## src/rtl/arbr_pkg.sv

```systemverilog
//////////////////////////////////////////////////////////////////////////////
// Purpose : shared constants and carriers of the result buffer logic
// Assumes : one 25 mhz clock, all channels convert together
// Notes   : timing figures kept in ns, cycle counts derived from them
//////////////////////////////////////////////////////////////////////////////
package arbr_pkg;

    // channel layout
    localparam int ARBR_NCH    = 2;
    localparam int ARBR_WORD_W = 24;
    localparam int ARBR_FRAME_W = ARBR_NCH * ARBR_WORD_W;
    localparam int ARBR_CNT_W  = $clog2(ARBR_FRAME_W + 1);

    // clock and ready pin timing
    localparam int ARBR_CLK_NS        = 40;
    localparam int ARBR_BLIP_HIGH_NS  = 40;   // narrow high blip, level format
    localparam int ARBR_PULSE_LOW_NS  = 160;  // low pulse, pulse format
    localparam int ARBR_BLIP_CYC  =
        (ARBR_BLIP_HIGH_NS / ARBR_CLK_NS) < 1 ? 1
        : (ARBR_BLIP_HIGH_NS / ARBR_CLK_NS);
    localparam int ARBR_PULSE_CYC =
        (ARBR_PULSE_LOW_NS / ARBR_CLK_NS) < 1 ? 1
        : (ARBR_PULSE_LOW_NS / ARBR_CLK_NS);
    localparam int ARBR_TMR_W = 8;

    // ready format encodings
    localparam logic ARBR_FMT_LEVEL = 1'b0;
    localparam logic ARBR_FMT_PULSE = 1'b1;

    // pin synchroniser bit positions
    localparam int ARBR_PIN_SCLK = 0;
    localparam int ARBR_PIN_CS   = 1;
    localparam int ARBR_PIN_SYNC = 2;
    localparam int ARBR_NPIN     = 3;

    // converter side carrier
    typedef struct packed {
        logic                                    done;
        logic [ARBR_NCH-1:0][ARBR_WORD_W-1:0]    data;
    } arbr_conv_t;

    // serial pin carrier
    typedef struct packed {
        logic sclk;
        logic cs_n;
        logic sync_reset_n;
    } arbr_pins_t;

    // ready pin states
    typedef enum logic [1:0] {
        ARBR_PIN_HIGH  = 2'b00,
        ARBR_PIN_LOW   = 2'b01,
        ARBR_PIN_BLIP  = 2'b10,
        ARBR_PIN_PULSE = 2'b11
    } arbr_pin_state_t;

endpackage : arbr_pkg

```

## src/rtl/arbr_sync2.sv

```systemverilog
//////////////////////////////////////////////////////////////////////////////
// Purpose : two flip-flop synchroniser for asynchronous pins
// Assumes : inputs are slow levels compared to ref_clk
// Notes   : first stage is read only by the second stage
//////////////////////////////////////////////////////////////////////////////
module arbr_sync2 #(
    parameter int    W         = 1,
    parameter logic  RST_VAL   = 1'b1
) (
    input  wire logic         ref_clk,
    input  wire logic         rst,
    input  wire logic [W-1:0] async_in,
    output logic      [W-1:0] sync_out
);

    logic [W-1:0] meta_r;

    // both stages reset to the idle pin level
    always_ff @(posedge ref_clk) begin
        if (rst) begin
            meta_r   <= {W{RST_VAL}};
            sync_out <= {W{RST_VAL}};
        end else begin
            meta_r   <= async_in;
            sync_out <= meta_r;
        end
    end

endmodule : arbr_sync2

```

## src/rtl/arbr_stage_mem.sv

```systemverilog
//////////////////////////////////////////////////////////////////////////////
// Purpose : per channel output buffer and one deep fifo stage
// Assumes : controls are mutually consistent, decided by the caller
// Notes   : each buffer holds exactly one result; read data are registers
//////////////////////////////////////////////////////////////////////////////
module arbr_stage_mem
    import arbr_pkg::*;
#(
    parameter int NCH = ARBR_NCH,
    parameter int W   = ARBR_WORD_W
) (
    input  wire logic                  ref_clk,
    input  wire logic                  rst,
    input  wire logic                  clear,
    input  wire logic                  load_out,
    input  wire logic                  load_fifo,
    input  wire logic                  copy_fifo,
    input  wire logic [NCH-1:0][W-1:0] new_data,
    output logic      [NCH-1:0][W-1:0] out_q,
    output logic      [NCH-1:0][W-1:0] fifo_q
);

    // one pair of holding registers per channel
    for (genvar c = 0; c < NCH; c++) begin : g_ch
        always_ff @(posedge ref_clk) begin
            if (rst || clear) begin
                out_q[c]  <= '0;
                fifo_q[c] <= '0;
            end else begin
                if (load_out) begin
                    out_q[c] <= new_data[c];
                end
                // fresh result wins over the copy of the older one
                if (load_fifo) begin
                    fifo_q[c] <= new_data[c];
                end else if (copy_fifo) begin
                    fifo_q[c] <= out_q[c];
                end
            end
        end
    end

endmodule : arbr_stage_mem

```

## src/rtl/arbr_ready_logic.sv

```systemverilog
//////////////////////////////////////////////////////////////////////////////
// Purpose : result buffering, serial shift-out and data ready signalling
// Assumes : conversions of all channels complete in the same cycle
// Notes   : sclk, cs_n and sync pins are sampled, not used as clocks
//////////////////////////////////////////////////////////////////////////////
// Behaviour
// - fifo stage already read: new result loads output buffer and fifo
// - reading a result already in both buffers changes neither buffer
// - new result while fifo unread: only output buffer updates
// - after a stale fifo read, copy output buffer into fifo stage
// - second new result while fifo unread: newest overwrites both buffers
// - level format: pin falls on new data, rises when all data shifted
// - pulse format: each new result that loads the fifo stage gives a short low pulse
// - level format, unread result: pin blips high before falling again
// - pulse format, unread result: that pulse is skipped
// - pulse format without reads: pin toggles at half conversion rate
// - data ready flag clears on a complete conversion data read unless a newer result is waiting in the output buffer or arrives in the same cycle
// - resync strobe clears both buffers and restarts conversions
// - level format catch-up: narrow high blip after first stale read
// - shifted out data always come from the fifo stage
// - every channel owns one output buffer and one fifo stage
module arbr_ready_logic
    import arbr_pkg::*;
#(
    parameter int BLIP_CYC  = ARBR_BLIP_CYC,
    parameter int PULSE_CYC = ARBR_PULSE_CYC
) (
    input  wire logic                     ref_clk,
    input  wire logic                     rst,
    input  wire arbr_pkg::arbr_conv_t     conv_in,
    input  wire arbr_pkg::arbr_pins_t     pins_in,
    input  wire logic                     ready_signal_format,
    input  wire logic [arbr_pkg::ARBR_NCH-1:0] ch_enable,
    output logic                          data_ready_n_pin,
    output logic                          dout,
    output logic                          dout_oe,
    output logic                          data_ready_flag,
    output logic                          conv_restart
);
    import arbr_pkg::*;

    //////////////////////////////////////////////////////////////////////////
    // functions

    // number of bits in a frame of enabled channels
    function automatic logic [ARBR_CNT_W-1:0] frame_bits(
        input logic [ARBR_NCH-1:0] en
    );
        logic [ARBR_CNT_W-1:0] n;
        n = '0;
        for (int c = 0; c < ARBR_NCH; c++) begin
            if (en[c]) begin
                n = n + ARBR_CNT_W'(ARBR_WORD_W);
            end
        end
        return n;
    endfunction : frame_bits

    // packs enabled channel words msb first, channel 0 leading
    function automatic logic [ARBR_FRAME_W-1:0] pack_frame(
        input logic [ARBR_NCH-1:0][ARBR_WORD_W-1:0] d,
        input logic [ARBR_NCH-1:0]                 en
    );
        logic [ARBR_FRAME_W-1:0] f;
        f = '0;
        for (int c = ARBR_NCH - 1; c >= 0; c--) begin
            if (en[c]) begin
                f = {d[c], f[ARBR_FRAME_W-1:ARBR_WORD_W]};
            end
        end
        // each word enters at the top, so the frame is already left aligned
        return f;
    endfunction : pack_frame

    //////////////////////////////////////////////////////////////////////////
    // pin synchronisers

    logic [ARBR_NPIN-1:0] pin_raw;
    logic [ARBR_NPIN-1:0] pin_s;
    logic                 sclk_q_r;
    logic                 cs_q_r;
    logic                 sync_q_r;

    assign pin_raw[ARBR_PIN_SCLK] = pins_in.sclk;
    assign pin_raw[ARBR_PIN_CS]   = pins_in.cs_n;
    assign pin_raw[ARBR_PIN_SYNC] = pins_in.sync_reset_n;

    arbr_sync2 #(
        .W       (ARBR_NPIN),
        .RST_VAL (1'b1)
    ) u_sync (
        .ref_clk  (ref_clk),
        .rst      (rst),
        .async_in (pin_raw),
        .sync_out (pin_s)
    );

    // previous synchronised levels for edge finding
    always_ff @(posedge ref_clk) begin
        if (rst) begin
            sclk_q_r <= 1'b1;
            cs_q_r   <= 1'b1;
            sync_q_r <= 1'b1;
        end else begin
            sclk_q_r <= pin_s[ARBR_PIN_SCLK];
            cs_q_r   <= pin_s[ARBR_PIN_CS];
            sync_q_r <= pin_s[ARBR_PIN_SYNC];
        end
    end

    wire sclk_fall = sclk_q_r & ~pin_s[ARBR_PIN_SCLK];
    wire cs_fall   = cs_q_r & ~pin_s[ARBR_PIN_CS];
    wire cs_low    = ~pin_s[ARBR_PIN_CS];
    wire resync    = sync_q_r & ~pin_s[ARBR_PIN_SYNC];

    //////////////////////////////////////////////////////////////////////////
    // serial shift-out

    logic [ARBR_FRAME_W-1:0]             shreg_r;
    logic [ARBR_CNT_W-1:0]               bit_cnt_r;
    logic                                active_r;
    logic                                read_done_r;
    logic [ARBR_NCH-1:0][ARBR_WORD_W-1:0] fifo_q;
    logic [ARBR_NCH-1:0][ARBR_WORD_W-1:0] out_q;

    wire [ARBR_CNT_W-1:0] bits_need = frame_bits(ch_enable);
    wire [ARBR_CNT_W-1:0] bit_inc   = bit_cnt_r + ARBR_CNT_W'(1);
    wire                  shift_now = active_r & cs_low & sclk_fall;
    wire                  last_bit  = shift_now & (bit_inc == bits_need);
    // fifo words as the host will see them, named so bits can be picked
    wire [ARBR_FRAME_W-1:0] frame_now = pack_frame(fifo_q, ch_enable);

    // host samples on sclk falling edge, next bit presented then;
    // a frame cut short by cs_n rising leaves the result unread
    always_ff @(posedge ref_clk) begin
        if (rst || resync) begin
            shreg_r     <= '0;
            bit_cnt_r   <= '0;
            active_r    <= 1'b0;
            read_done_r <= 1'b0;
        end else begin
            read_done_r <= last_bit;
            if (cs_fall) begin
                shreg_r   <= frame_now;
                bit_cnt_r <= '0;
                active_r  <= (bits_need != '0);
            end else if (!cs_low || last_bit) begin
                active_r  <= 1'b0;
            end
            if (shift_now) begin
                shreg_r   <= shreg_r << 1;
                bit_cnt_r <= bit_inc;
            end
        end
    end

    // data pin driven only while selected
    always_ff @(posedge ref_clk) begin
        if (rst) begin
            dout    <= 1'b0;
            dout_oe <= 1'b0;
        end else begin
            dout_oe <= cs_low;
            if (cs_fall) begin
                dout <= frame_now[ARBR_FRAME_W-1];
            end else if (shift_now) begin
                dout <= shreg_r[ARBR_FRAME_W-2];
            end
        end
    end

    //////////////////////////////////////////////////////////////////////////
    // buffer update decisions

    logic unread_r;    // fifo stage holds a result not yet read
    logic pending_r;   // output buffer newer than fifo stage

    // a read finishing with a conversion counts before the conversion
    wire conv       = conv_in.done & ~resync;
    wire rd         = read_done_r & ~resync;
    wire unread_eff = unread_r & ~rd;
    wire fresh_conv = conv & (~unread_eff | pending_r);
    wire out_only   = conv & unread_eff & ~pending_r;
    wire copy_old   = rd & pending_r & ~conv;
    wire fresh      = fresh_conv | copy_old;

    arbr_stage_mem #(
        .NCH (ARBR_NCH),
        .W   (ARBR_WORD_W)
    ) u_mem (
        .ref_clk   (ref_clk),
        .rst       (rst),
        .clear     (resync),
        .load_out  (conv),
        .load_fifo (fresh_conv),
        .copy_fifo (copy_old),
        .new_data  (conv_in.data),
        .out_q     (out_q),
        .fifo_q    (fifo_q)
    );

    // a plain reread leaves both buffers alone
    always_ff @(posedge ref_clk) begin
        if (rst || resync) begin
            unread_r  <= 1'b0;
            pending_r <= 1'b0;
        end else begin
            if (fresh_conv || copy_old) begin
                pending_r <= 1'b0;
            end else if (out_only) begin
                pending_r <= 1'b1;
            end
            if (fresh) begin
                unread_r <= 1'b1;
            end else if (rd) begin
                unread_r <= 1'b0;
            end
        end
    end

    // status flag: a fresh result in the same cycle beats the clear
    always_ff @(posedge ref_clk) begin
        if (rst || resync) begin
            data_ready_flag <= 1'b0;
        end else if (fresh) begin
            data_ready_flag <= 1'b1;
        end else if (rd) begin
            data_ready_flag <= 1'b0;
        end
    end

    // restart strobe towards the modulators
    always_ff @(posedge ref_clk) begin
        if (rst) begin
            conv_restart <= 1'b0;
        end else begin
            conv_restart <= resync;
        end
    end

    //////////////////////////////////////////////////////////////////////////
    // ready pin sequencing

    arbr_pin_state_t       pin_st_r;
    arbr_pin_state_t       pin_st_nxt;
    logic [ARBR_TMR_W-1:0] tmr_r;
    logic [ARBR_TMR_W-1:0] tmr_nxt;

    wire tmr_done   = (tmr_r == '0);
    wire level_fmt  = (ready_signal_format == ARBR_FMT_LEVEL);
    wire [ARBR_TMR_W-1:0] blip_len  = ARBR_TMR_W'(BLIP_CYC - 1);
    wire [ARBR_TMR_W-1:0] pulse_len = ARBR_TMR_W'(PULSE_CYC - 1);

    // pulse format only pulses on conversions that reach the fifo, so a
    // skipped update also skips its pulse
    always_comb begin
        pin_st_nxt = pin_st_r;
        tmr_nxt    = tmr_done ? tmr_r : tmr_r - ARBR_TMR_W'(1);
        if (level_fmt) begin
            case (pin_st_r)
                ARBR_PIN_HIGH: begin
                    if (fresh || out_only) begin
                        pin_st_nxt = ARBR_PIN_LOW;
                    end
                end
                ARBR_PIN_LOW: begin
                    if (fresh || out_only) begin
                        pin_st_nxt = ARBR_PIN_BLIP;
                        tmr_nxt    = blip_len;
                    end else if (rd) begin
                        pin_st_nxt = ARBR_PIN_HIGH;
                    end
                end
                ARBR_PIN_BLIP: begin
                    if (tmr_done) begin
                        pin_st_nxt = ARBR_PIN_LOW;
                    end
                end
                default: begin
                    pin_st_nxt = ARBR_PIN_HIGH;
                end
            endcase
        end else begin
            case (pin_st_r)
                ARBR_PIN_PULSE: begin
                    if (tmr_done) begin
                        pin_st_nxt = ARBR_PIN_HIGH;
                    end
                end
                default: begin
                    pin_st_nxt = ARBR_PIN_HIGH;
                    if (fresh_conv) begin
                        pin_st_nxt = ARBR_PIN_PULSE;
                        tmr_nxt    = pulse_len;
                    end
                end
            endcase
        end
    end

    wire pin_low_nxt = (pin_st_nxt == ARBR_PIN_LOW) ||
                       (pin_st_nxt == ARBR_PIN_PULSE);

    // pin idles high after reset and after a resync
    always_ff @(posedge ref_clk) begin
        if (rst || resync) begin
            pin_st_r         <= ARBR_PIN_HIGH;
            tmr_r            <= '0;
            data_ready_n_pin <= 1'b1;
        end else begin
            pin_st_r         <= pin_st_nxt;
            tmr_r            <= tmr_nxt;
            data_ready_n_pin <= ~pin_low_nxt;
        end
    end

endmodule : arbr_ready_logic

```

## config.mk

```make
export PLATFORM = sky130hd
export DESIGN_NAME = arbr_ready_logic
export DESIGN_NICKNAME = d
export VERILOG_FILES = /design/src/rtl/arbr_pkg.sv /design/src/rtl/arbr_sync2.sv /design/src/rtl/arbr_stage_mem.sv /design/src/rtl/arbr_ready_logic.sv
export SDC_FILE = /design/constraint.sdc
export NUM_CORES = 1
export LEC_CHECK = 0
export BUFFER_PORTS_ARGS = -buffer_cell sky130_fd_sc_hd__clkbuf_2
export CAP_MARGIN = 20
export CORE_MARGIN = 1.5
export CORE_UTILIZATION = 55
export DETAILED_ROUTE_END_ITERATION = 8
export GPL_ROUTABILITY_DRIVEN = 0
export PLACE_DENSITY = 0.74
export SLEW_MARGIN = 20
export SYNTH_ARGS = -nofsm -noshare
export SYNTH_HDL_FRONTEND = slang
export SYNTH_HIERARCHICAL = 1
export SYNTH_SLANG_ARGS = --single-unit
```

## constraint.sdc

```tcl
create_clock -name ref_clk -period 2 [get_ports ref_clk]
set_input_delay 0.4 -clock ref_clk [delete_from_list [all_inputs] [get_ports ref_clk]]
set_output_delay 0.4 -clock ref_clk [all_outputs]
set_load 0.02 [all_outputs]
```

Word level (Yosys, flattened, before mapping)
Cells that the tools add are included.
Storage, ports and cells
  bits in registers: 176
  bits in latches: 0
  RAM bits: 0
  bits in read-only memories: 0
  bits of input ports: 57
  output and inout port bits: 5
  memories: 0
Cells by class
  $add $sub $neg: 3
  multiply operators: 0
  div/mod/pow operators: 0
  magnitude comparators: 0
  equal/unequal tests: 6
  shifts and indexed selects: 0
  mux-type cells: 33
  bitwise operators: 25
  reduce and logical (&&, ||, !) cells: 14
Operators with widths (number)
  $mux W24: 4
  $mux W48: 2
  $mux W47: 2
  $mux W8: 6
  $mux W6: 3
  $mux W2: 8
  $and A1 B1 Y1: 14
  $not A1 Y1: 9
  $logic_not A8 Y1: 1
  $reduce_bool A2 Y1: 4
  $sub A8 B1 Y8 const B: 1
  $add A6 B1 Y6 const B: 1
  $add A6 B5 Y6 const B: 1
  $eq A2 B2 Y1 const B: 3
  $eq A6 B6 Y1: 1
  $mux W1: 6
  $pmux W2 S3: 1
  $reduce_bool A6 Y1: 1
  $logic_or A1 B1 Y1: 5
  $mux W5: 1
  $eq A2 B1 Y1 const B: 2
  $reduce_or A2 Y1: 2
  $logic_not A2 Y1: 1
  $or A1 B1 Y1: 2

Logic depth before layout (Yosys ltp)
Gate-level depths: netlist of run 1.
  depth in word-level cells: 17
  depth in mapped cells: 8
  depth with buffers taken out: 6

Hierarchy
Netlist of run 1, hierarchy kept.
By module, submodules not included
  arbr_stage_mem: instances 1, cells each 371, area each 3941.3 um^2, sequential area each 1921.8 um^2
  arbr_ready_logic: instances 1, cells each 410, area each 3520.9 um^2, sequential area each 1481.4 um^2
  arbr_sync2: instances 1, cells each 12, area each 157.7 um^2, sequential area each 120.1 um^2

Worst setup path before layout of run 1
No wires, ideal clock.
  path kind: register to register
  start point: register data_ready_flag (netlist name)
  end point: register u_mem/fifo_q[10] in the netlist's numbering
  setup time: 0.138 ns
  arrival time: 1.714 ns
  data required time: 1.862 ns
  path slack: 0.148 ns
  cell stages (with the launch flop): 8
  path buffers: 2
  clock period less this slack: 1.852 ns
  path through: dfxtp_1 > or3b_2 > nand3_1 > inv_1 > inv_2 > buf_2 > buf_1 > a211oi_1
RTL lines
  end signal, assigned by index: RTL line arbr_stage_mem.sv:35  | fifo_q[c] <= new_data[c];
  end signal, assigned by index: RTL line arbr_stage_mem.sv:37  | fifo_q[c] <= out_q[c];
  end, declared: RTL line arbr_stage_mem.sv:20  | output logic [NCH-1:0][W-1:0] fifo_q

Worst setup path after layout of run 1
  start point: register tmr_r[0]
  end point: register tmr_r[7]
On the way
  cells in the longest elaborated chain, start to end: 5
  elaborated cells on any way between the ends: 8
  classes of those cells: 1 x add/sub; 6 x mux; 1 x reduce/logical
RTL lines
  start, declared: RTL line arbr_ready_logic.sv:246  | logic [ARBR_TMR_W-1:0] tmr_r;
  start signal, assigned: RTL line arbr_ready_logic.sv:312  | tmr_r <= tmr_nxt;
  $sub A8 B1 Y8 / $logic_not A8 Y1 (equally long branches): RTL line arbr_ready_logic.sv:258, arbr_ready_logic.sv:249
  $mux W8 *: RTL line arbr_ready_logic.sv:258  | tmr_nxt = tmr_done ? tmr_r : tmr_r - ARBR_TMR_W'(1);
  $mux W8 (on tied branches): RTL line arbr_ready_logic.sv:267, arbr_ready_logic.sv:292
  $mux W8 (on tied branches): RTL line arbr_ready_logic.sv:260, arbr_ready_logic.sv:284
  $mux W8 *: RTL line arbr_ready_logic.sv:259  | if (level_fmt) begin
Mark *: on every way between the ends. The rest lies on a longest branch, timed or not.
A chain may end at the register's enable or synchronous reset.

==> qor.yml, run 1 <==
status: "finished, final reports clean"
p_comb_share_pct: 15.2
port_buffers: 61
grt_start_max_net_pins: 57
p_sw_mw: 2.31
finalSetupViolations: 0
period_minus_slack_ns: 1.90
crit_arrival_ns: 2.19
cellLeakagePower_nw: 3.30
p_seq_share_pct: 47.4
synth_top_family_by_area: "compound AO/OA/AOI/OAI gates"
drc: 0
fp.dieH_um: 121
cts.reportedPaths.clkPinSlew_ns: 0.06
syn_nets: 856
design_power_total_mw: 8.40
cp_data_required_time_ns: 2.29
drive_gt1_share_pct: 15.7
synth_edf_count: 0
cap_viol_max_count: 0
postSynth.asyncResetShare_pct: 0
synth-seq-cells: 176
crit_fanout: 6
yosysSeqAreaShare_pct: 46.2
row_count: 42
clk_latency_ns: 0.43
tns_ns: 0
diodes: 0
hold_path_class: "input pin to register"
fill_cells: 1092
slew_viol_final: 0
critical_path_class: "register to register"
fin_cells: 1015
die_w_um: 121
finClkSkew_ns: 0.00545
wire_per_inst_um: 18.2
synth-main-ff-cell: "dfxtp_1"
muxShareOfSynthArea_pct: 12.6
avgSynthCellArea_um2: 9.61
h-tree-depth: 4
synthCells: 793
worstMarginPinSlew_ns: 0.539
ir_worst_vdd_mv: 0.564
hold_buffers: 0
cts_buffers: 17
place.detailed.hpwl_mm: 11.7
synth_simple_gate_area_share_pct: 16.7
cts_sinks: 176
intPower_mw: 6.09
synth.distinct_cells: 47
hold_violations: 0
initial_core_util_pct: 56.9
die_area_mm2: 0.0146
ant_nets: 0
cts_tree: "yes"
grt_pass1_wl_mm: 29.5
cp-start-kind: "register"
initialDrtViolationCount: 593
num_io_pins: 62
drt-pass1-iter-count: 5
syn_area_mm2: 0.00762
antenna_found_initial: 0
synth-xor-area-share_pct: 1.61
vias: 6105
area_growth_syn_to_layout_pct: 14.1
end_kind: "register"
yosysWarnings: 6
clkPwrFrac_pct: 37.4
powerDensity_mw_per_mm2: 966
dpl.cell_count: 980
max_freq_mhz: 527
period_share_pct: 94.8
core-area_mm2: 0.0134
viasPerCell: 6.01
overflow: 0
synthAdderAreaFrac_pct: 0.985
wirelength_mm: 18.4
utilization_pct: 64.9
max_slew_margin_pct: 64.1
layout.nets: 889
synth_compound_area_share_pct: 16.7
ctsRootBufferMaster: "clkbuf_16"
clockBufferDepth: 2
switching_share_pct: 27.5
grt_pass1_vias: 5868
grt_usage_pct: 25.7
## placed cells by master, fill, tap and decap left out, types with 8 or more instances in the layout
cell,netlist,routed
o211ai_1,26,26
a221oi_1,27,27
inv_1,9,8
nand3_1,8,8
nor2_1,81,81
dfxtp_1,176,176
xnor2_1,10,10
a221o_1,21,21
nor2b_1,53,53
nand2_1,35,35
clkbuf_16,0,18
a21oi_1,32,32
buf_12,3,9
buf_4,6,11
a211oi_1,51,50
nor3_1,34,33
mux2i_1,96,96
clkbuf_2,0,61
## repair_timing
| action | 4_1_cts | 5_1_grt |
|---|---|---|
| setup endpoints to repair | 1 | 4 |
| resized for setup | 1 | 4 |
| setup buffers | 0 | 2 |
| pin swaps | 0 | 1 |
| cloned | 0 | 1 |
## per-stage QoR
stage               hold WS (ns)  instance area (µm²)  worst slack [ns]
CTS                        0.141                 8650            0.0810
finish                     0.147                 8690             0.104
global placement           0.391                 8090             0.165
global route               0.156                 8690          -0.00559
detailed placement         0.398                 8090            0.0549
floorplan                  0.383                 7620             0.148
## registers in the layout, indices dropped and copies added, names as in the netlist, 2 cells and up
register         flops
tmr_r                8
u_sync/meta_r        3
pin_st_r             2
u_sync/sync_out      3
u_mem/out_q         48
u_mem/fifo_q        48
shreg_r             47
bit_cnt_r            6
## critical path, cell delays in order (launching register included)
cell and delay (ns):
dfxtp_1 0.33, inv_1 0.09, ha_1 0.16, or3b_2 0.46, or2_1 0.31, o211ai_1 0.29, nor3_1 0.12
## cells in the mapped netlist (4+ instances only)
cell type	number	area share (%)
nor2_1	81	4.0
or2_1	8	0.66
dfxtp_1	176	46
o211ai_1	26	2.6
inv_1	9	0.44
nor3_1	34	2.2
nor2b_1	53	4.4
a211oi_1	51	5.0
or3_1	5	0.41
xor2_1	4	0.46
a221oi_1	27	3.1
clkbuf_1	41	2.0
nand2_1	35	1.7
nand3_1	8	0.53
xnor2_1	10	1.1
ha_1	6	0.99
nand2b_1	8	0.66
a21oi_1	32	2.1
o21ai_0	6	0.39
buf_2	15	0.99
mux2i_1	96	13
a221o_1	21	2.8
buf_4	6	0.59
## cell type report
type                       instances  area, µm²  area share [%]
clock buffer                      18        439            5.05
timing repair buffer              83        608            6.99
multi-input combinational        538       3750            43.1
inverter                          10       37.5           0.432
sequential                       176       3520            40.5
clock inverter                    14        119            1.37
tap                              176        220            2.53
## power groups by stage
stage	sequential [mW]	clock [mW]	combinational, mW
2_1_floorplan	3.98	0	1.00
3_3_place_gp	4.04	0	1.19
3_5_place_dp	4.05	0	1.26
4_1_cts	3.98	3.17	1.27
5_1_grt	4.01	3.32	1.42
6_report	3.98	3.14	1.28
## layer usage
metal,GRT usage [%],part of all wire [%],vias to the layer above,wire length (µm)
met5,0,0,-,0
met4,8.75,1.9,0,352
met3,5.19,4.7,27,870
met2,42.9,49,181,9050
met1,33.4,44,2973,8160
li1,-,-,2924,-
## kinds of logic (layout without fill, tap and decap cells)
logic type | Yosys count | after routing
AND/OR/NAND/NOR | 252 | 252
flip-flops | 176 | 176
adder cells (fa/ha/maj) | 6 | 6
AO/OA/AOI/OAI | 170 | 170
buffers and inverters | 79 | 125
XOR/XNOR | 14 | 14
multiplexers | 96 | 96
## worst paths after layout
check / start / to / slack [ns] / cells past startpoint
min reg2reg: u_sync/meta_r[0]$_SDFF_PP1_ / u_sync/sync_out[0]$_SDFF_PP1_ / 0.42 / 1
max reg2reg: tmr_r[0]$_SDFF_PP0_ / tmr_r[7]$_SDFF_PP0_ / 0.10 / 6
max: tmr_r[0]$_SDFF_PP0_ / tmr_r[7]$_SDFF_PP0_ / 0.10 / 6
min: pins_in[0] / u_sync/meta_r[2]$_SDFF_PP1_ / 0.15 / 2
Power figures use the tool's default switching activity.
==> run 2, diff against run 1 <==
--- a/config.mk
+++ b/config.mk
@@ -11,7 +11,9 @@
 export CORE_UTILIZATION = 55
 export DETAILED_ROUTE_END_ITERATION = 8
 export GPL_ROUTABILITY_DRIVEN = 0
+export GPL_TIMING_DRIVEN = 0
 export PLACE_DENSITY = 0.74
+export REMOVE_ABC_BUFFERS = 1
 export SLEW_MARGIN = 20
 export SYNTH_ARGS = -nofsm -noshare
 export SYNTH_HDL_FRONTEND = slang
==> run 2 against run 1 <==
Net effect:
- sequential cell count unchanged
- critical path depth unchanged
- worst hold slack improved by 0.0071 ns
- die area unchanged
- wire length decreased by 5.7%
- combinational power increased by 4%
- sequential share of layout area decreased by 0.57 points
- first-iteration DRC count decreased by 15%
- clock skew increased by 0.0023 ns
- sequential power about the same
- final cell count decreased by 0.20%
- register-to-register slack about the same
- critical path type unchanged
==> qor.yml, run 2 (synthesis results as in run 1) <==
status: "finished, final reports clean"
die_area_mm2: 0.0146  # unchanged
cp_data_required_time_ns: 2.28  # about the same
ir_worst_vdd_mv: 0.649  # +15%
hold_path_class: "input pin to register"
drive_gt1_share_pct: 16.0  # +0.28 points
crit_path_end: "tmr_r[3]$_SDFF_PP0_"
finClkSkew_ns: 0.00775  # +0.00230 ns
drt-pass1-iter-count: 7  # +2
cap_viol_max_count: 0  # unchanged
wire_per_inst_um: 17.1  # -5.5%
clockBufferDepth: 2  # unchanged
drc: 0  # unchanged
reg_top3: "u_mem/fifo_q x48, u_mem/out_q x48, shreg_r x47"
port_buffers: 61  # unchanged
crit_arrival_ns: 2.19  # about the same
diodes: 0  # unchanged
p_sw_mw: 2.25  # -2.6%
worstSetupStartpoint: "tmr_r[0]$_SDFF_PP0_"
fill_cells: 1050  # -3.8%
finalSetupViolations: 0  # unchanged
num_io_pins: 62  # unchanged
final_cell_mix: "dfxtp_1 (176), mux2i_1 (96), nor2_1 (81)"
ctsRootBufferMaster: "clkbuf_16"
slew_viol_final: 0  # unchanged
viasPerCell: 6.01  # -0.11%
cts.reportedPaths.clkPinSlew_ns: 0.06  # about the same
ant_nets: 0  # unchanged
rr_worst_depth: 6  # unchanged
critPathSlowestCell: "or3b_2"
path_cells: "inv_1 > ha_1 > or3b_2 > or2_4 > o211ai_1 > nor3_1"
ff2ff_setup_slack_ns: 0.09  # about the same
crit_buf_inv: 1  # unchanged
intPower_mw: 6.85  # +12%
switching_share_pct: 24.7  # -2.8 points
layout.nets: 888  # -0.11%
cp-start-kind: "register"
max_stage_delay_ns: 0.47  # about the same
worstMarginPinSlew_ns: 0.760  # +0.221 ns
grt_pass1_wl_mm: 29.0  # -1.5%
stdcell_area_mm2: 0.00882  # +1.4%
grt_start_max_net_pins: 53  # -7.0%
vias: 6086  # -0.31%
critical_path_class: "register to register"
tns_ns: 0  # unchanged
cts_buffers: 17  # unchanged
wirelength_mm: 17.4  # -5.7%
fp.dieH_um: 121  # unchanged
period_minus_slack_ns: 1.91  # +0.0119 ns
p_comb_share_pct: 14.6  # -0.6 points
cellLeakagePower_nw: 3.37  # +2.2%
holdWs_ns: 0.154  # +0.00710 ns
place_area_mm2: 0.00809  # about the same
crit_fanout: 6  # unchanged
cp_top_family: "simple AND/OR/NAND/NOR gates"
place.detailed.hpwl_mm: 10.9  # -7.3%
layout_commonest_cell: "dfxtp_1"
hp-start: "pins_in[2]"
core-area_mm2: 0.0134  # unchanged
initial_core_util_pct: 56.9  # unchanged
p_seq_share_pct: 43.6  # -3.8 points
timing.rr.start: "tmr_r[0]$_SDFF_PP0_"
clkPwrFrac_pct: 41.8  # +4.4 points
row_count: 42  # unchanged
period_share_pct: 95.4  # +0.59 points
area_growth_syn_to_layout_pct: 15.7
h-tree-depth: 4  # unchanged
clk_latency_ns: 0.43  # about the same
rr_endpoint: "tmr_r[3]$_SDFF_PP0_"
overflow: 0  # unchanged
end_kind: "register"
max_slew_margin_pct: 49.1  # -15 points
cts_sinks: 176  # unchanged
powerDensity_mw_per_mm2: 1030  # +6.8%
max_freq_mhz: 524  # -0.62%
grt_pass1_vias: 6036  # +2.9%
grt_usage_pct: 24.8  # -0.95 points
initialDrtViolationCount: 502  # -15%
antenna_found_initial: 0  # unchanged
die_w_um: 121  # unchanged
hold_violations: 0  # unchanged
cts_tree: "yes"
cp_num_cells: 6  # unchanged
rsz0062_at_grt: "false"
[run 2: power groups by stage]
stage | Combinational [mW] | Clock (mW) | Sequential (mW)
finish | 1.33 | 3.81 | 3.96
global route | 1.46 | 3.98 | 3.98
CTS | 1.29 | 3.85 | 3.96
detailed placement | 1.26 | 0 | 4.03
global placement | 1.17 | 0 | 4.01
floorplan | 0.919 | 0 | 3.98
[run 2: cell type report]
type / instances / area [µm²] / share of cell area (%)
Clock buffer: 19 / 443 / 5.02
Tap cell: 176 / 220 / 2.50
Inverter: 10 / 47.5 / 0.539
Clock inverter: 12 / 238 / 2.70
Sequential cell: 176 / 3520 / 40.0
Multi-Input combinational cell: 538 / 3780 / 42.9
Timing Repair Buffer: 82 / 566 / 6.41
[run 2: through the flow]
stage	instances	worst slack, ns	utilization, %	power (mW)
2_1_floorplan	724	-4.40	-	4.90
3_3_place_gp	961	-6.71	58.1	5.18
3_5_place_dp	979	-0.509	60.3	5.29
4_1_cts	1013	0.0119	65.7	9.10
5_1_grt	1013	0.00561	65.8	9.43
6_report	1013	0.0922	65.8	9.10
[run 2: how the worst min path moves through the flow]
stage	depth (start not counted)	endpoint	slack (ns)
after global placement	1	u_sync/sync_out[2]$_SDFF_PP1_	0.40
after global routing	2	u_sync/meta_r[2]$_SDFF_PP1_	0.16
final	2	u_sync/meta_r[0]$_SDFF_PP1_	0.15
after floorplan	1	u_sync/sync_out[0]$_SDFF_PP1_	0.38
after CTS	2	u_sync/meta_r[2]$_SDFF_PP1_	0.14
after detailed placement	1	u_sync/sync_out[2]$_SDFF_PP1_	0.40
[run 2: routing by layer]
layer	vias up	track usage [%]	share of wire, %
met5	-	0	0
met4	0	7.35	1.1
met2	169	40.3	48
met3	17	5.24	4.9
li1	2926	-	-
met1	2974	33.3	46
[run 2: timing repair]
item	CTS	global route
endpoints found under the setup margin	72	73
buffers inserted	3	0
pin swaps	2	1
hold endpoints to repair	0	0
resized for setup	5	6
hold buffers	0	0
==> run 3, diff against run 2 <==
--- a/config.mk
+++ b/config.mk
@@ -7,12 +7,14 @@
 export LEC_CHECK = 0
 export BUFFER_PORTS_ARGS = -buffer_cell sky130_fd_sc_hd__clkbuf_2
 export CAP_MARGIN = 20
+export CELL_PAD_IN_SITES_DETAIL_PLACEMENT = 0
+export CELL_PAD_IN_SITES_GLOBAL_PLACEMENT = 2
 export CORE_MARGIN = 1.5
-export CORE_UTILIZATION = 55
+export CORE_UTILIZATION = 38
 export DETAILED_ROUTE_END_ITERATION = 8
 export GPL_ROUTABILITY_DRIVEN = 0
 export GPL_TIMING_DRIVEN = 0
-export PLACE_DENSITY = 0.74
+export PLACE_DENSITY_LB_ADDON = 0.1
 export REMOVE_ABC_BUFFERS = 1
 export SLEW_MARGIN = 20
 export SYNTH_ARGS = -nofsm -noshare
==> run 3 against run 2 <==
Net effect:
- via count is 1.6% lower
- first-iteration DRC count is 42% lower
- cell area is 1.1% higher
- wire length is 7.8% higher
- critical path type unchanged
==> qor.yml, run 3 (synthesis results as in run 1) <==
status: "finished, final reports clean"
cts_tree: "yes"
stdcell_area_mm2: 0.00892  # +1.1%
ff2ff_setup_slack_ns: 0.13  # +0.04 ns
initial_core_util_pct: 38.9  # -18 points
period_minus_slack_ns: 1.87  # -0.0420 ns
drive_gt1_share_pct: 16.3  # +0.30 points
grtUsageMet2_pct: 30.8  # -9.4 points
h-tree-depth: 4  # unchanged
crit_arrival_ns: 2.16  # -0.03 ns
cts_sinks: 176  # unchanged
critical_path_class: "register to register"
grt_start_max_net_pins: 65  # +23%
layout_commonest_cell: "dfxtp_1"
use_met3_pct: 4.11  # -1.1 points
finalSetupViolations: 0  # unchanged
grt.met1_usage_pct: 25.9  # -7.3 points
place_area_mm2: 0.00821  # +1.5%
max_slew_margin_pct: 49.4  # +0.24 points
cap_viol_max_count: 0  # unchanged
antenna_found_initial: 0  # unchanged
max_stage_delay_ns: 0.47  # about the same
cts_buffers: 17  # unchanged
fill_cells: 1869  # +78%
port_buffers: 61  # unchanged
end_kind: "register"
drc: 0  # unchanged
period_share_pct: 93.3  # -2.1 points
viasPerCell: 5.42  # -9.8%
setup_ws_ns: 0.134  # +0.0420 ns
num_io_pins: 62  # unchanged
hold-path-cell-count: 2  # unchanged
initialDrtViolationCount: 292  # -42%
area_growth_syn_to_layout_pct: 17.0
grt_pass1_wl_mm: 31.2  # +7.6%
cts.reportedPaths.clkPinSlew_ns: 0.06  # about the same
finClkSkew_ns: 0.0105  # +0.00271 ns
wire_per_inst_um: 16.9  # -1.2%
crit_fanout: 48  # +42
cellLeakagePower_nw: 3.37  # +0.12%
final_cell_mix: "dfxtp_1 (176), mux2i_1 (96), nor2_1 (81)"
ctsRootBufferMaster: "clkbuf_16"
hold_path_class: "input pin to register"
cp_data_required_time_ns: 2.29  # about the same
wirelength_mm: 18.7  # +7.8%
cp-start-kind: "register"
reg_top3: "u_mem/fifo_q x48, u_mem/out_q x48, shreg_r x47"
clk_latency_ns: 0.43  # about the same
drt-pass1-iter-count: 4  # -3
hold_violations: 0  # unchanged
place.detailed.hpwl_mm: 11.7  # +7.3%
rr_worst_depth: 6  # unchanged
timing.rr.start: "data_ready_flag$_SDFFE_PP0P_"
powerDensity_mw_per_mm2: 981  # -4.9%
ir_worst_vdd_mv: 0.536  # -17%
place_ws_ns: -0.675  # -0.166 ns
multiInputGateArea_mm2: 0.00380  # +0.53%
die_w_um: 145  # +20%
clockBufferDepth: 2  # unchanged
rr_endpoint: "u_mem/fifo_q[47]$_SDFFE_PP0P_"
utilization_pct: 45.5  # -20 points
core-area_mm2: 0.0196  # +46%
dpl.cell_count: 1069  # +9.2%
crit_path_end: "u_mem/fifo_q[47]$_SDFFE_PP0P_"
tns_ns: 0  # unchanged
die_area_mm2: 0.0209  # +44%
slew_viol_final: 0  # unchanged
fin_cells: 1105  # +9.1%
layout.nets: 890  # +0.23%
gr-max-usage-layer: "met2"
overflow: 0  # unchanged
rsz0062_at_grt: "false"
worstMarginPinSlew_ns: 0.758  # -0.00177 ns
grt_usage_pct: 19.2  # -5.6 points
fp.dieH_um: 145  # +20%
max_freq_mhz: 536  # +2.3%
ant_nets: 0  # unchanged
row_count: 51  # +21%
vias: 5989  # -1.6%
worstSetupStartpoint: "data_ready_flag$_SDFFE_PP0P_"
critPathSlowestCell: "or3b_2"
grt_pass1_vias: 5945  # -1.5%
path_cells: "or3b_2 > nand3_1 > inv_4 > buf_12 > clkinv_8 > a211oi_1"
regArea_mm2: 0.00352  # unchanged
diodes: 0  # unchanged
## run 3: worst min path at each step
stage | slack, ns | end | start
after floorplan | 0.38 | u_sync/sync_out[0]$_SDFF_PP1_ | u_sync/meta_r[0]$_SDFF_PP1_
after global placement | 0.40 | u_sync/sync_out[0]$_SDFF_PP1_ | u_sync/meta_r[0]$_SDFF_PP1_
after detailed placement | 0.40 | u_sync/sync_out[0]$_SDFF_PP1_ | u_sync/meta_r[0]$_SDFF_PP1_
after CTS | 0.14 | u_sync/meta_r[2]$_SDFF_PP1_ | pins_in[0]
after global routing | 0.16 | u_sync/meta_r[2]$_SDFF_PP1_ | pins_in[0]
final | 0.16 | u_sync/meta_r[2]$_SDFF_PP1_ | pins_in[0]
## run 3: repair_timing
| action | 4_1_cts | 5_1_grt |
|---|---|---|
| hold buffers | 0 | 0 |
| setup endpoints to repair | 68 | 68 |
| buffers inserted | 6 | 0 |
| pin swaps | 2 | 0 |
| gates resized for setup | 9 | 7 |
## run 3: per-stage QoR
stage	hold slack, ns	power [mW]
floorplan	0.383	4.90
global placement	0.398	5.23
detailed placement	0.401	5.29
CTS	0.137	8.83
global route	0.160	9.19
finish	0.157	8.75
## run 3: cell type report
cell class | count | share of cell area (%)
clock buffer | 21 | 5.27
inverter | 10 | 0.631
timing repair buffer | 84 | 6.52
tap | 265 | 3.72
multi-input combinational | 538 | 42.6
clock inverter | 11 | 1.73
sequential | 176 | 39.5
## run 3: power breakdown
part           internal, mW  total, mW  switching [mW]
logic                 0.606       1.29           0.688
registers              3.76       3.95           0.188
clock network          2.08       3.50            1.42
## run 3: routing by layer
metal | vias to the layer above | routed length (µm)
met5 | - | 0
met4 | 0 | 204
met3 | 16 | 700
met2 | 116 | 8740
met1 | 2916 | 9080
li1 | 2941 | -
## run 3: worst max-delay path: cells and delay by family (launching register included)
| family | cells | cell delay, ns |
|---|---|---|
| AOI/OAI and AO/OA | 1 | 0.13 |
| and+or+nand+nor | 2 | 0.64 |
| buffers and inverters | 3 | 0.54 |
| DFF | 1 | 0.38 |
